**src/inc/mbsci_pkg.sv**
```systemverilog
package mbsci_pkg;

	// accepted function codes
	localparam logic [7:0] FC_READ_COILS  = 8'h01;
	localparam logic [7:0] FC_READ_DISC   = 8'h02;
	localparam logic [7:0] FC_READ_HOLD   = 8'h03;
	localparam logic [7:0] FC_READ_INPUT  = 8'h04;
	localparam logic [7:0] FC_WRITE_COIL  = 8'h05;
	localparam logic [7:0] FC_WRITE_REG   = 8'h06;
	localparam logic [7:0] FC_WRITE_COILS = 8'h0F;
	localparam logic [7:0] FC_WRITE_REGS  = 8'h10;

	// exception reply
	localparam logic [7:0] EXC_FLAG         = 8'h80;
	localparam logic [7:0] EXC_ILLEGAL_FUNC = 8'h01;
	localparam logic [7:0] EXC_ILLEGAL_ADDR = 8'h02;
	localparam logic [7:0] EXC_NONE         = 8'h00;

	// zero-based protocol addresses of the tables
	localparam logic [15:0] ANA_BASE = 16'h0FA0;
	localparam logic [15:0] PUL_BASE = 16'h1068;
	localparam logic [15:0] DIG_BASE = 16'h0FA0;

	localparam int ANA_CHANNELS = 64;
	localparam int DIG_CHANNELS = 64;
	localparam int PUL_CHANNELS = 32;
	localparam int PUL_WORDS    = 2 * PUL_CHANNELS;
	localparam int IDX_W        = 6;

	// single coil write value meaning on
	localparam logic [15:0] COIL_ON    = 16'hFF00;
	localparam logic [15:0] WORD_RESET = 16'h0000;
	localparam logic [63:0] DIG_RESET  = 64'h0;

	typedef enum logic [1:0] {
		ST_IDLE,
		ST_CHECK,
		ST_XFER
	} mbsci_state_t;

	// true when qty is nonzero and start..start+qty-1 lies inside base..base+cnt-1
	function automatic logic in_span(
		input logic [15:0] start,
		input logic [15:0] qty,
		input logic [15:0] base,
		input int          cnt
	);
		logic [16:0] s;
		logic [16:0] e;
		logic [16:0] b;
		logic [16:0] lim;
		s   = {1'b0, start};
		e   = s + {1'b0, qty};
		b   = {1'b0, base};
		lim = b + 17'(cnt);
		return (qty != 16'h0000) && (s >= b) && (e <= lim);
	endfunction

endpackage

```
**src/inc/mbsci_dec_if.sv**
```systemverilog
`timescale 1ns/1ns
interface mbsci_dec_if;
	logic [7:0]  func;
	logic [15:0] addr;
	logic [15:0] qty;
	logic        func_ok;
	logic        is_bit;
	logic        is_write;
	logic        single;
	logic        range_ok;
	logic        pulse;
	logic [15:0] base;
	logic [15:0] item_qty;

	modport dec (
		input  func,
		input  addr,
		input  qty,
		output func_ok,
		output is_bit,
		output is_write,
		output single,
		output range_ok,
		output pulse,
		output base,
		output item_qty
	);

	modport ctl (
		output func,
		output addr,
		output qty,
		input  func_ok,
		input  is_bit,
		input  is_write,
		input  single,
		input  range_ok,
		input  pulse,
		input  base,
		input  item_qty
	);
endinterface

```
**src/rtl/mbsci_decode.sv**
```systemverilog
`timescale 1ns/1ns
module mbsci_decode
	import mbsci_pkg::*;
(
	mbsci_dec_if.dec d
);

	wire ana_hit;
	wire pul_hit;
	wire dig_hit;

	// function code class
	assign d.func_ok  = d.func inside {FC_READ_COILS, FC_READ_DISC,
		FC_READ_HOLD, FC_READ_INPUT, FC_WRITE_COIL, FC_WRITE_REG,
		FC_WRITE_COILS, FC_WRITE_REGS};
	assign d.is_bit   = d.func inside {FC_READ_COILS, FC_READ_DISC,
		FC_WRITE_COIL, FC_WRITE_COILS};
	assign d.is_write = d.func inside {FC_WRITE_COIL, FC_WRITE_REG,
		FC_WRITE_COILS, FC_WRITE_REGS};
	assign d.single   = (d.func == FC_WRITE_COIL) ||
		(d.func == FC_WRITE_REG);
	assign d.item_qty = d.single ? 16'h0001 : d.qty;

	// table spans
	assign ana_hit = in_span(d.addr, d.item_qty, ANA_BASE,
		ANA_CHANNELS);
	assign pul_hit = in_span(d.addr, d.item_qty, PUL_BASE,
		PUL_WORDS);
	assign dig_hit = in_span(d.addr, d.item_qty, DIG_BASE,
		DIG_CHANNELS);

	assign d.range_ok = d.is_bit ? dig_hit : (ana_hit || pul_hit);
	assign d.pulse    = !d.is_bit && pul_hit;
	assign d.base     = d.is_bit ? DIG_BASE :
		(pul_hit ? PUL_BASE : ANA_BASE);

endmodule

```
**src/rtl/mbsci_slave.sv**
```systemverilog
`timescale 1ns/1ns
// Operation
// function codes 01 and 02 are accepted and return the addressed bits.
// function codes 03 and 04 are accepted and return the addressed words.
// function codes 05 and 15 are accepted and update the addressed bits.
// function codes 06 and 16 are accepted and store the supplied words.
// every other function code, 07 to 24 among them, is rejected.
// a rejected function code is answered with exception code 01.
// an access outside the implemented map is answered with exception 02.
// analog channel n sits at holding reference 44001 plus n minus one.
// digital channel n sits at coil reference 04001 plus n minus one.
// pulse channel n takes two registers from 44201, low word first.
// an exception reply echoes the function code with bit 7 set and code.
module mbsci_slave
	import mbsci_pkg::*;
(
	// clock and reset
	input  wire logic        core_clk,
	input  wire logic        rst_n,
	// request
	input  wire logic        req_valid,
	input  wire logic [7:0]  req_func,
	input  wire logic [15:0] req_addr,
	input  wire logic [15:0] req_qty,
	output logic             req_ready,
	// write data items
	input  wire logic        wr_valid,
	input  wire logic [15:0] wr_data,
	output logic             wr_ready,
	// read data items
	output logic             rd_valid,
	output logic [15:0]      rd_data,
	// reply
	output logic             rsp_valid,
	output logic [7:0]       rsp_func,
	output logic             rsp_exc,
	output logic [7:0]       rsp_code,
	// recorder side view of the channels
	input  wire logic [5:0]  usr_sel,
	output logic [15:0]      usr_analog,
	output logic [31:0]      usr_pulse,
	output logic [63:0]      usr_digital
);

	mbsci_dec_if dec_if ();

	mbsci_state_t state_q;
	logic [7:0]   func_q;
	logic [15:0]  addr_q;
	logic [15:0]  qty_q;
	logic [15:0]  cnt_q;
	logic         req_ready_q;
	logic         wr_ready_q;
	logic         rd_valid_q;
	logic [15:0]  rd_data_q;
	logic         rsp_valid_q;
	logic [7:0]   rsp_func_q;
	logic         rsp_exc_q;
	logic [7:0]   rsp_code_q;
	logic [15:0]  usr_analog_q;
	logic [31:0]  usr_pulse_q;
	logic [63:0]  dig_q;
	logic [15:0]  ana_mem [ANA_CHANNELS];
	logic [15:0]  pul_mem [PUL_WORDS];

	wire             in_xfer;
	wire             step;
	wire             last;
	wire             take_req;
	wire [15:0]      item_addr;
	wire [15:0]      offs;
	wire [IDX_W-1:0] idx;
	wire             bit_val;
	wire [15:0]      word_rd;
	wire             wr_bit;
	wire             wr_ana;
	wire             wr_pul;

	assign dec_if.func = func_q;
	assign dec_if.addr = addr_q;
	assign dec_if.qty  = qty_q;

	mbsci_decode u_decode (
		.d (dec_if.dec)
	);

	// item addressing
	assign take_req  = (state_q == ST_IDLE) && req_valid && req_ready_q;
	assign in_xfer   = (state_q == ST_XFER);
	assign item_addr = addr_q + cnt_q;
	assign offs      = item_addr - dec_if.base;
	assign idx       = offs[IDX_W-1:0];
	assign step      = in_xfer &&
		(dec_if.is_write ? (wr_valid && wr_ready_q) : 1'b1);
	assign last      = (cnt_q == (dec_if.item_qty - 16'h0001));
	assign bit_val   = dec_if.single ? (wr_data == COIL_ON) : wr_data[0];
	assign word_rd   = dec_if.is_bit ? {15'h0000, dig_q[idx]} :
		(dec_if.pulse ? pul_mem[idx] : ana_mem[idx]);
	assign wr_bit    = step && dec_if.is_write && dec_if.is_bit;
	assign wr_ana    = step && dec_if.is_write && !dec_if.is_bit &&
		!dec_if.pulse;
	assign wr_pul    = step && dec_if.is_write && !dec_if.is_bit &&
		dec_if.pulse;

	// request sequencing
	always_ff @(posedge core_clk or negedge rst_n) begin
		if (!rst_n) begin
			state_q     <= ST_IDLE;
			func_q      <= 8'h00;
			addr_q      <= 16'h0000;
			qty_q       <= 16'h0000;
			cnt_q       <= 16'h0000;
			req_ready_q <= 1'b1;
			wr_ready_q  <= 1'b0;
			rd_valid_q  <= 1'b0;
			rd_data_q   <= 16'h0000;
			rsp_valid_q <= 1'b0;
			rsp_func_q  <= 8'h00;
			rsp_exc_q   <= 1'b0;
			rsp_code_q  <= EXC_NONE;
		end else begin
			rd_valid_q  <= 1'b0;
			rsp_valid_q <= 1'b0;
			case (state_q)
				ST_IDLE: begin
					if (take_req) begin
						func_q      <= req_func;
						addr_q      <= req_addr;
						qty_q       <= req_qty;
						req_ready_q <= 1'b0;
						state_q     <= ST_CHECK;
					end
				end
				ST_CHECK: begin
					cnt_q <= 16'h0000;
					if (!dec_if.func_ok) begin
						rsp_valid_q <= 1'b1;
						rsp_exc_q   <= 1'b1;
						rsp_func_q  <= func_q | EXC_FLAG;
						rsp_code_q  <= EXC_ILLEGAL_FUNC;
						req_ready_q <= 1'b1;
						state_q     <= ST_IDLE;
					end else if (!dec_if.range_ok) begin
						rsp_valid_q <= 1'b1;
						rsp_exc_q   <= 1'b1;
						rsp_func_q  <= func_q | EXC_FLAG;
						rsp_code_q  <= EXC_ILLEGAL_ADDR;
						req_ready_q <= 1'b1;
						state_q     <= ST_IDLE;
					end else begin
						wr_ready_q <= dec_if.is_write;
						state_q    <= ST_XFER;
					end
				end
				ST_XFER: begin
					if (step) begin
						cnt_q <= cnt_q + 16'h0001;
						if (!dec_if.is_write) begin
							rd_valid_q <= 1'b1;
							rd_data_q  <= word_rd;
						end
						if (last) begin
							rsp_valid_q <= 1'b1;
							rsp_exc_q   <= 1'b0;
							rsp_func_q  <= func_q;
							rsp_code_q  <= EXC_NONE;
							wr_ready_q  <= 1'b0;
							req_ready_q <= 1'b1;
							state_q     <= ST_IDLE;
						end
					end
				end
				default: begin
					req_ready_q <= 1'b1;
					wr_ready_q  <= 1'b0;
					state_q     <= ST_IDLE;
				end
			endcase
		end
	end

	// channel storage
	always_ff @(posedge core_clk or negedge rst_n) begin
		if (!rst_n) begin
			dig_q <= DIG_RESET;
			for (int i = 0; i < ANA_CHANNELS; i++) begin
				ana_mem[i] <= WORD_RESET;
			end
			for (int i = 0; i < PUL_WORDS; i++) begin
				pul_mem[i] <= WORD_RESET;
			end
		end else begin
			if (wr_bit) begin
				dig_q[idx] <= bit_val;
			end
			if (wr_ana) begin
				ana_mem[idx] <= wr_data;
			end
			if (wr_pul) begin
				pul_mem[idx] <= wr_data;
			end
		end
	end

	// recorder side view, pulse pair low word first
	always_ff @(posedge core_clk or negedge rst_n) begin
		if (!rst_n) begin
			usr_analog_q <= WORD_RESET;
			usr_pulse_q  <= {WORD_RESET, WORD_RESET};
		end else begin
			usr_analog_q <= ana_mem[usr_sel];
			usr_pulse_q  <= {pul_mem[{usr_sel[4:0], 1'b1}],
				pul_mem[{usr_sel[4:0], 1'b0}]};
		end
	end

	assign req_ready   = req_ready_q;
	assign wr_ready    = wr_ready_q;
	assign rd_valid    = rd_valid_q;
	assign rd_data     = rd_data_q;
	assign rsp_valid   = rsp_valid_q;
	assign rsp_func    = rsp_func_q;
	assign rsp_exc     = rsp_exc_q;
	assign rsp_code    = rsp_code_q;
	assign usr_analog  = usr_analog_q;
	assign usr_pulse   = usr_pulse_q;
	assign usr_digital = dig_q;

	// checks
	a_bad_func_exc: assert property (@(posedge core_clk) disable iff (!rst_n)
		(state_q == ST_CHECK && !dec_if.func_ok) |=>
		(rsp_valid && rsp_exc && rsp_code == EXC_ILLEGAL_FUNC))
		else $error("unaccepted function not answered with code 01");
	a_reject_codes: assert property (@(posedge core_clk) disable iff (!rst_n)
		(state_q == ST_CHECK && func_q >= 8'h07 && func_q <= 8'h18 &&
		func_q != FC_WRITE_COILS && func_q != FC_WRITE_REGS) |=>
		(rsp_valid && rsp_exc))
		else $error("unsupported function code accepted");
	a_addr_exc: assert property (@(posedge core_clk) disable iff (!rst_n)
		(state_q == ST_CHECK && dec_if.func_ok && !dec_if.range_ok) |=>
		(rsp_valid && rsp_code == EXC_ILLEGAL_ADDR))
		else $error("out of map access not answered with code 02");
	a_exc_format: assert property (@(posedge core_clk) disable iff (!rst_n)
		(rsp_valid && rsp_exc) |->
		(rsp_func == (func_q | EXC_FLAG) && rsp_code != EXC_NONE))
		else $error("exception reply malformed");
	a_bit_read: assert property (@(posedge core_clk) disable iff (!rst_n)
		(step && !dec_if.is_write && dec_if.is_bit) |=>
		(rd_valid && rd_data == {15'h0000, dig_q[$past(idx)]}))
		else $error("bit read returned wrong channel");
	a_ana_read: assert property (@(posedge core_clk) disable iff (!rst_n)
		(step && !dec_if.is_write && !dec_if.is_bit && !dec_if.pulse) |=>
		(rd_valid && rd_data == ana_mem[$past(idx)]))
		else $error("analog read returned wrong word");
	a_coil_write: assert property (@(posedge core_clk) disable iff (!rst_n)
		wr_bit |=> (dig_q[$past(idx)] == $past(bit_val)))
		else $error("coil write not stored");
	a_word_write: assert property (@(posedge core_clk) disable iff (!rst_n)
		wr_ana |=> (ana_mem[$past(idx)] == $past(wr_data)))
		else $error("register write not stored");
	a_pulse_pair: assert property (@(posedge core_clk) disable iff (!rst_n)
		(wr_pul && idx[0] == 1'b0) |=>
		(pul_mem[$past(idx)] == $past(wr_data)))
		else $error("pulse low word not stored at even slot");

endmodule

```
**config.mk**
```make
export PLATFORM = sky130hd
export DESIGN_NAME = mbsci_slave
export DESIGN_NICKNAME = d
export VERILOG_FILES = /design/src/inc/mbsci_pkg.sv /design/src/inc/mbsci_dec_if.sv /design/src/rtl/mbsci_decode.sv /design/src/rtl/mbsci_slave.sv
export SDC_FILE = /design/constraint.sdc
export NUM_CORES = 2
export LEC_CHECK = 0
export BUFFER_PORTS_ARGS = -buffer_cell sky130_fd_sc_hd__buf_2
export CORE_MARGIN = 3
export CORE_UTILIZATION = 41
export CTS_CLUSTER_SIZE = 10
export DETAILED_ROUTE_END_ITERATION = 6
export SKIP_CTS_REPAIR_TIMING = 1
export SLEW_MARGIN = 10
export SYNTH_ARGS = -nofsm -noshare
export SYNTH_HDL_FRONTEND = slang
export SYNTH_HIERARCHICAL = 1
export SYNTH_SLANG_ARGS = --single-unit
```
**constraint.sdc**
```tcl
create_clock -name core_clk -period 9.1 [get_ports core_clk]
set_input_delay 0.91 -clock core_clk [delete_from_list [all_inputs] [get_ports core_clk]]
set_output_delay 0.91 -clock core_clk [all_outputs]
set_load 0.01 [all_outputs]
```
==> flow_summary_export.csv <==
group,metric,value,unit
final_layout,drive_gt1_share,42.4,%
sta,hold_viol,0,
clock_tree,cts_root_buf,"clkbuf_16",
setup_path,required,9.87,ns
setup_path,crit_path_end_kind,"flip-flop",
synth,avgSynthCellArea,12.8,um2
clock_tree,htree_levels,5,
global_routing,grt_pass1_vias,87800,
route,finalWirelength,480,mm
sta,setup_violations,1,
flow_run,drv_cap,0,
final_layout,num-fill-cells,25300,
floorplan,io_pins,215,
sta,fmax,110,MHz
floorplan,die_h,544,um
power,power_density,171,nW/um2
sta,tightest_slew,1.44,ns
final_layout,finalNetCount,9322,
synth,syn_area,119000,um2
final_layout,regArea,56300,um2
clock_tree,clkSinkCount,2249,
sta,setup_ws,-0.0146,ns
route,ant_nets,0,
sta,period_share,100,%
sta,relSlewSlack,3.75,%
floorplan,die_w,544,um
global_routing,grtUsageTotal,31.9,%
global_routing,grt_antenna_before_repair,49,
floorplan,core_area,287000,um2
sta,slew_violations,0,
synth,synth-warning-count,6,
placement,pre_cts_slack,-0.204,ns
sta,rsz0062_at_grt,"true",
outcome,violations,"negative setup slack",
setup_path,crit_type,"flip-flop to flip-flop",
hold_path,hold_path.class,"primary input to asynchronous set/reset pin",
clock_tree,cts_tree,"yes",
global_routing,grt_overflow,0,
power,peakVddDrop,0.142,mV
setup_path,start_kind,"flip-flop",
route,drcViolationCount,0,
sta,skew,0.0633,ns
route,wire_per_inst,36.7,um
final_layout,area_delta_synth_final,11.7,%
power,total_power,22.6,mW
route,dr.pass1.iters,6,
power,p_leak,61.1,nW
placement,io_buffers,208,
clock_tree,cts.reportedPaths.clkPinSlew,0.06,ns
global_routing,grt_pass1_wl,679,mm
final_layout,multiInputGateArea,59200,um2
outcome,status,"finished, violations left",
floorplan,start_util,41.4,%
setup_path,crit_arrival,9.88,ns
sta,post-route-min-period,9.11,ns
placement,dp_hpwl,306,mm
clock_tree,clk_latency,0.88,ns
clock_tree,cts_buffers,274,
clock_tree,cts_max_path_buffers,4,
floorplan,rows,196,
floorplan,dieArea,296000,um2
global_routing,grt_max_degree,176,
route,via_count,89700,
synth,postSynthCellCount,9265,
route,viasPerCell,6.85,
setup_path,crit_path_max_fanout,18,
placement,globalplace.congestion,0.943,
route,first_iter_violations,12600,
==> power by group <==
| part | internal, mW | total (mW) | switching (mW) |
|---|---|---|---|
| Combinational | 0.594 | 2.54 | 1.94 |
| Sequential | 10.0 | 10.1 | 0.0729 |
| Clock | 5.70 | 10.0 | 4.30 |
| Total | 16.3 | 22.6 | 6.32 |
==> flip-flops by register name (all words and copies together), names as in the netlist, 2 cells and up <==
signal / count
pul_mem: 1024
rsp_func: 8
addr_q: 16
cnt_q: 16
dec_if.func: 8
dec_if.qty: 16
usr_analog: 16
rd_data: 16
usr_digital: 64
ana_mem: 1024
rsp_code: 2
usr_pulse: 32
state_q: 2
==> cells in the final DEF (no fill, tap or decap), types with 13 or more instances in the layout <==
cell,instances
dfrtp_1,2248
mux2_2,2155
mux4_2,725
nand2_1,696
buf_4,377
clkbuf_16,281
a21oi_1,279
o22ai_1,275
nor2_1,236
nor3_1,223
o21ai_0,217
buf_2,187
a31oi_1,175
mux2i_1,152
nand3_1,132
nor2_2,70
o221ai_1,60
a32oi_1,49
clkbuf_1,48
inv_1,45
o31ai_1,37
nand4_1,36
a211oi_1,35
buf_12,34
or3_1,29
nor4_1,28
o211ai_1,28
a311oi_1,26
ha_1,26
diode_2,24
xnor2_1,21
and3_1,21
xor2_1,18
a22oi_1,16
clkbuf_8,15
a21o_1,14
o311ai_0,13
and2_1,13
a221oi_1,13
==> area by class of cell <==
cell class	instances	area share, %
Timing Repair Buffer	603	3.42
Multi-Input combinational cell	6047	44.6
Sequential cell	2249	42.4
Inverter	48	0.143
Clock buffer	344	5.59
Tap cell	3762	3.55
Antenna cell	24	0.0453
Clock inverter	18	0.180
==> critical path, stage by stage, from the launching register on <==
cell and delay (ns):
dfrtp_1 0.39, or3_4 0.42, or4_4 0.65, and2_1 0.30
ha_1 0.38, a21o_1 0.20, a31oi_1 0.28, a21oi_1 0.19
a211oi_1 0.43, xnor2_1 0.17, o41a_1 0.46, nor2_2 0.30
fa_1 0.49, inv_1 0.21, ha_1 0.27, a21o_1 0.24
a21oi_1 0.12, a21oi_1 0.74, or3_4 0.57, buf_12 0.24
a31oi_1 0.08, a2111oi_2 0.57, nand4_1 0.88, o211ai_1 0.38
==> layer usage <==
metal / track usage [%] / share of wire, %
met5: 0 / 0.080
met3: 12.5 / 14
met4: 16.6 / 6.2
met2: 44.7 / 42
met1: 42.5 / 38
==> path summary, 6_finish.rpt <==
path,from,endpoint,slack (ns),cells past startpoint
worst max-delay path,dec_if.func[5],rd_data[13],-0.01,23
worst min-delay path,rst_n,pul_mem[11],0.06,1
worst max register to register,dec_if.func[5],rd_data[13],-0.01,23
worst min register to register,rsp_code[0],rsp_code[0],0.49,1
max in group asynchronous,rst_n,ana_mem[582],6.53,3
min in group core_clk,req_addr[13],addr_q[13],0.29,2
==> per-stage QoR <==
stage	util [%]	TNS, ns	std cells	hold slack [ns]	instance area, um2
after floorplan	-	0	9273	0.476	119000
after global routing	46.2	-0.0634	13100	0.111	133000
after detailed placement	43.5	-0.204	12700	0.462	125000
after global placement	43.5	-0.326	12700	0.462	125000
after CTS	46.2	-0.241	13100	0.150	132000
final	46.3	-0.0146	13100	0.0591	133000
Note: power is estimated with default switching activity, not from simulation.
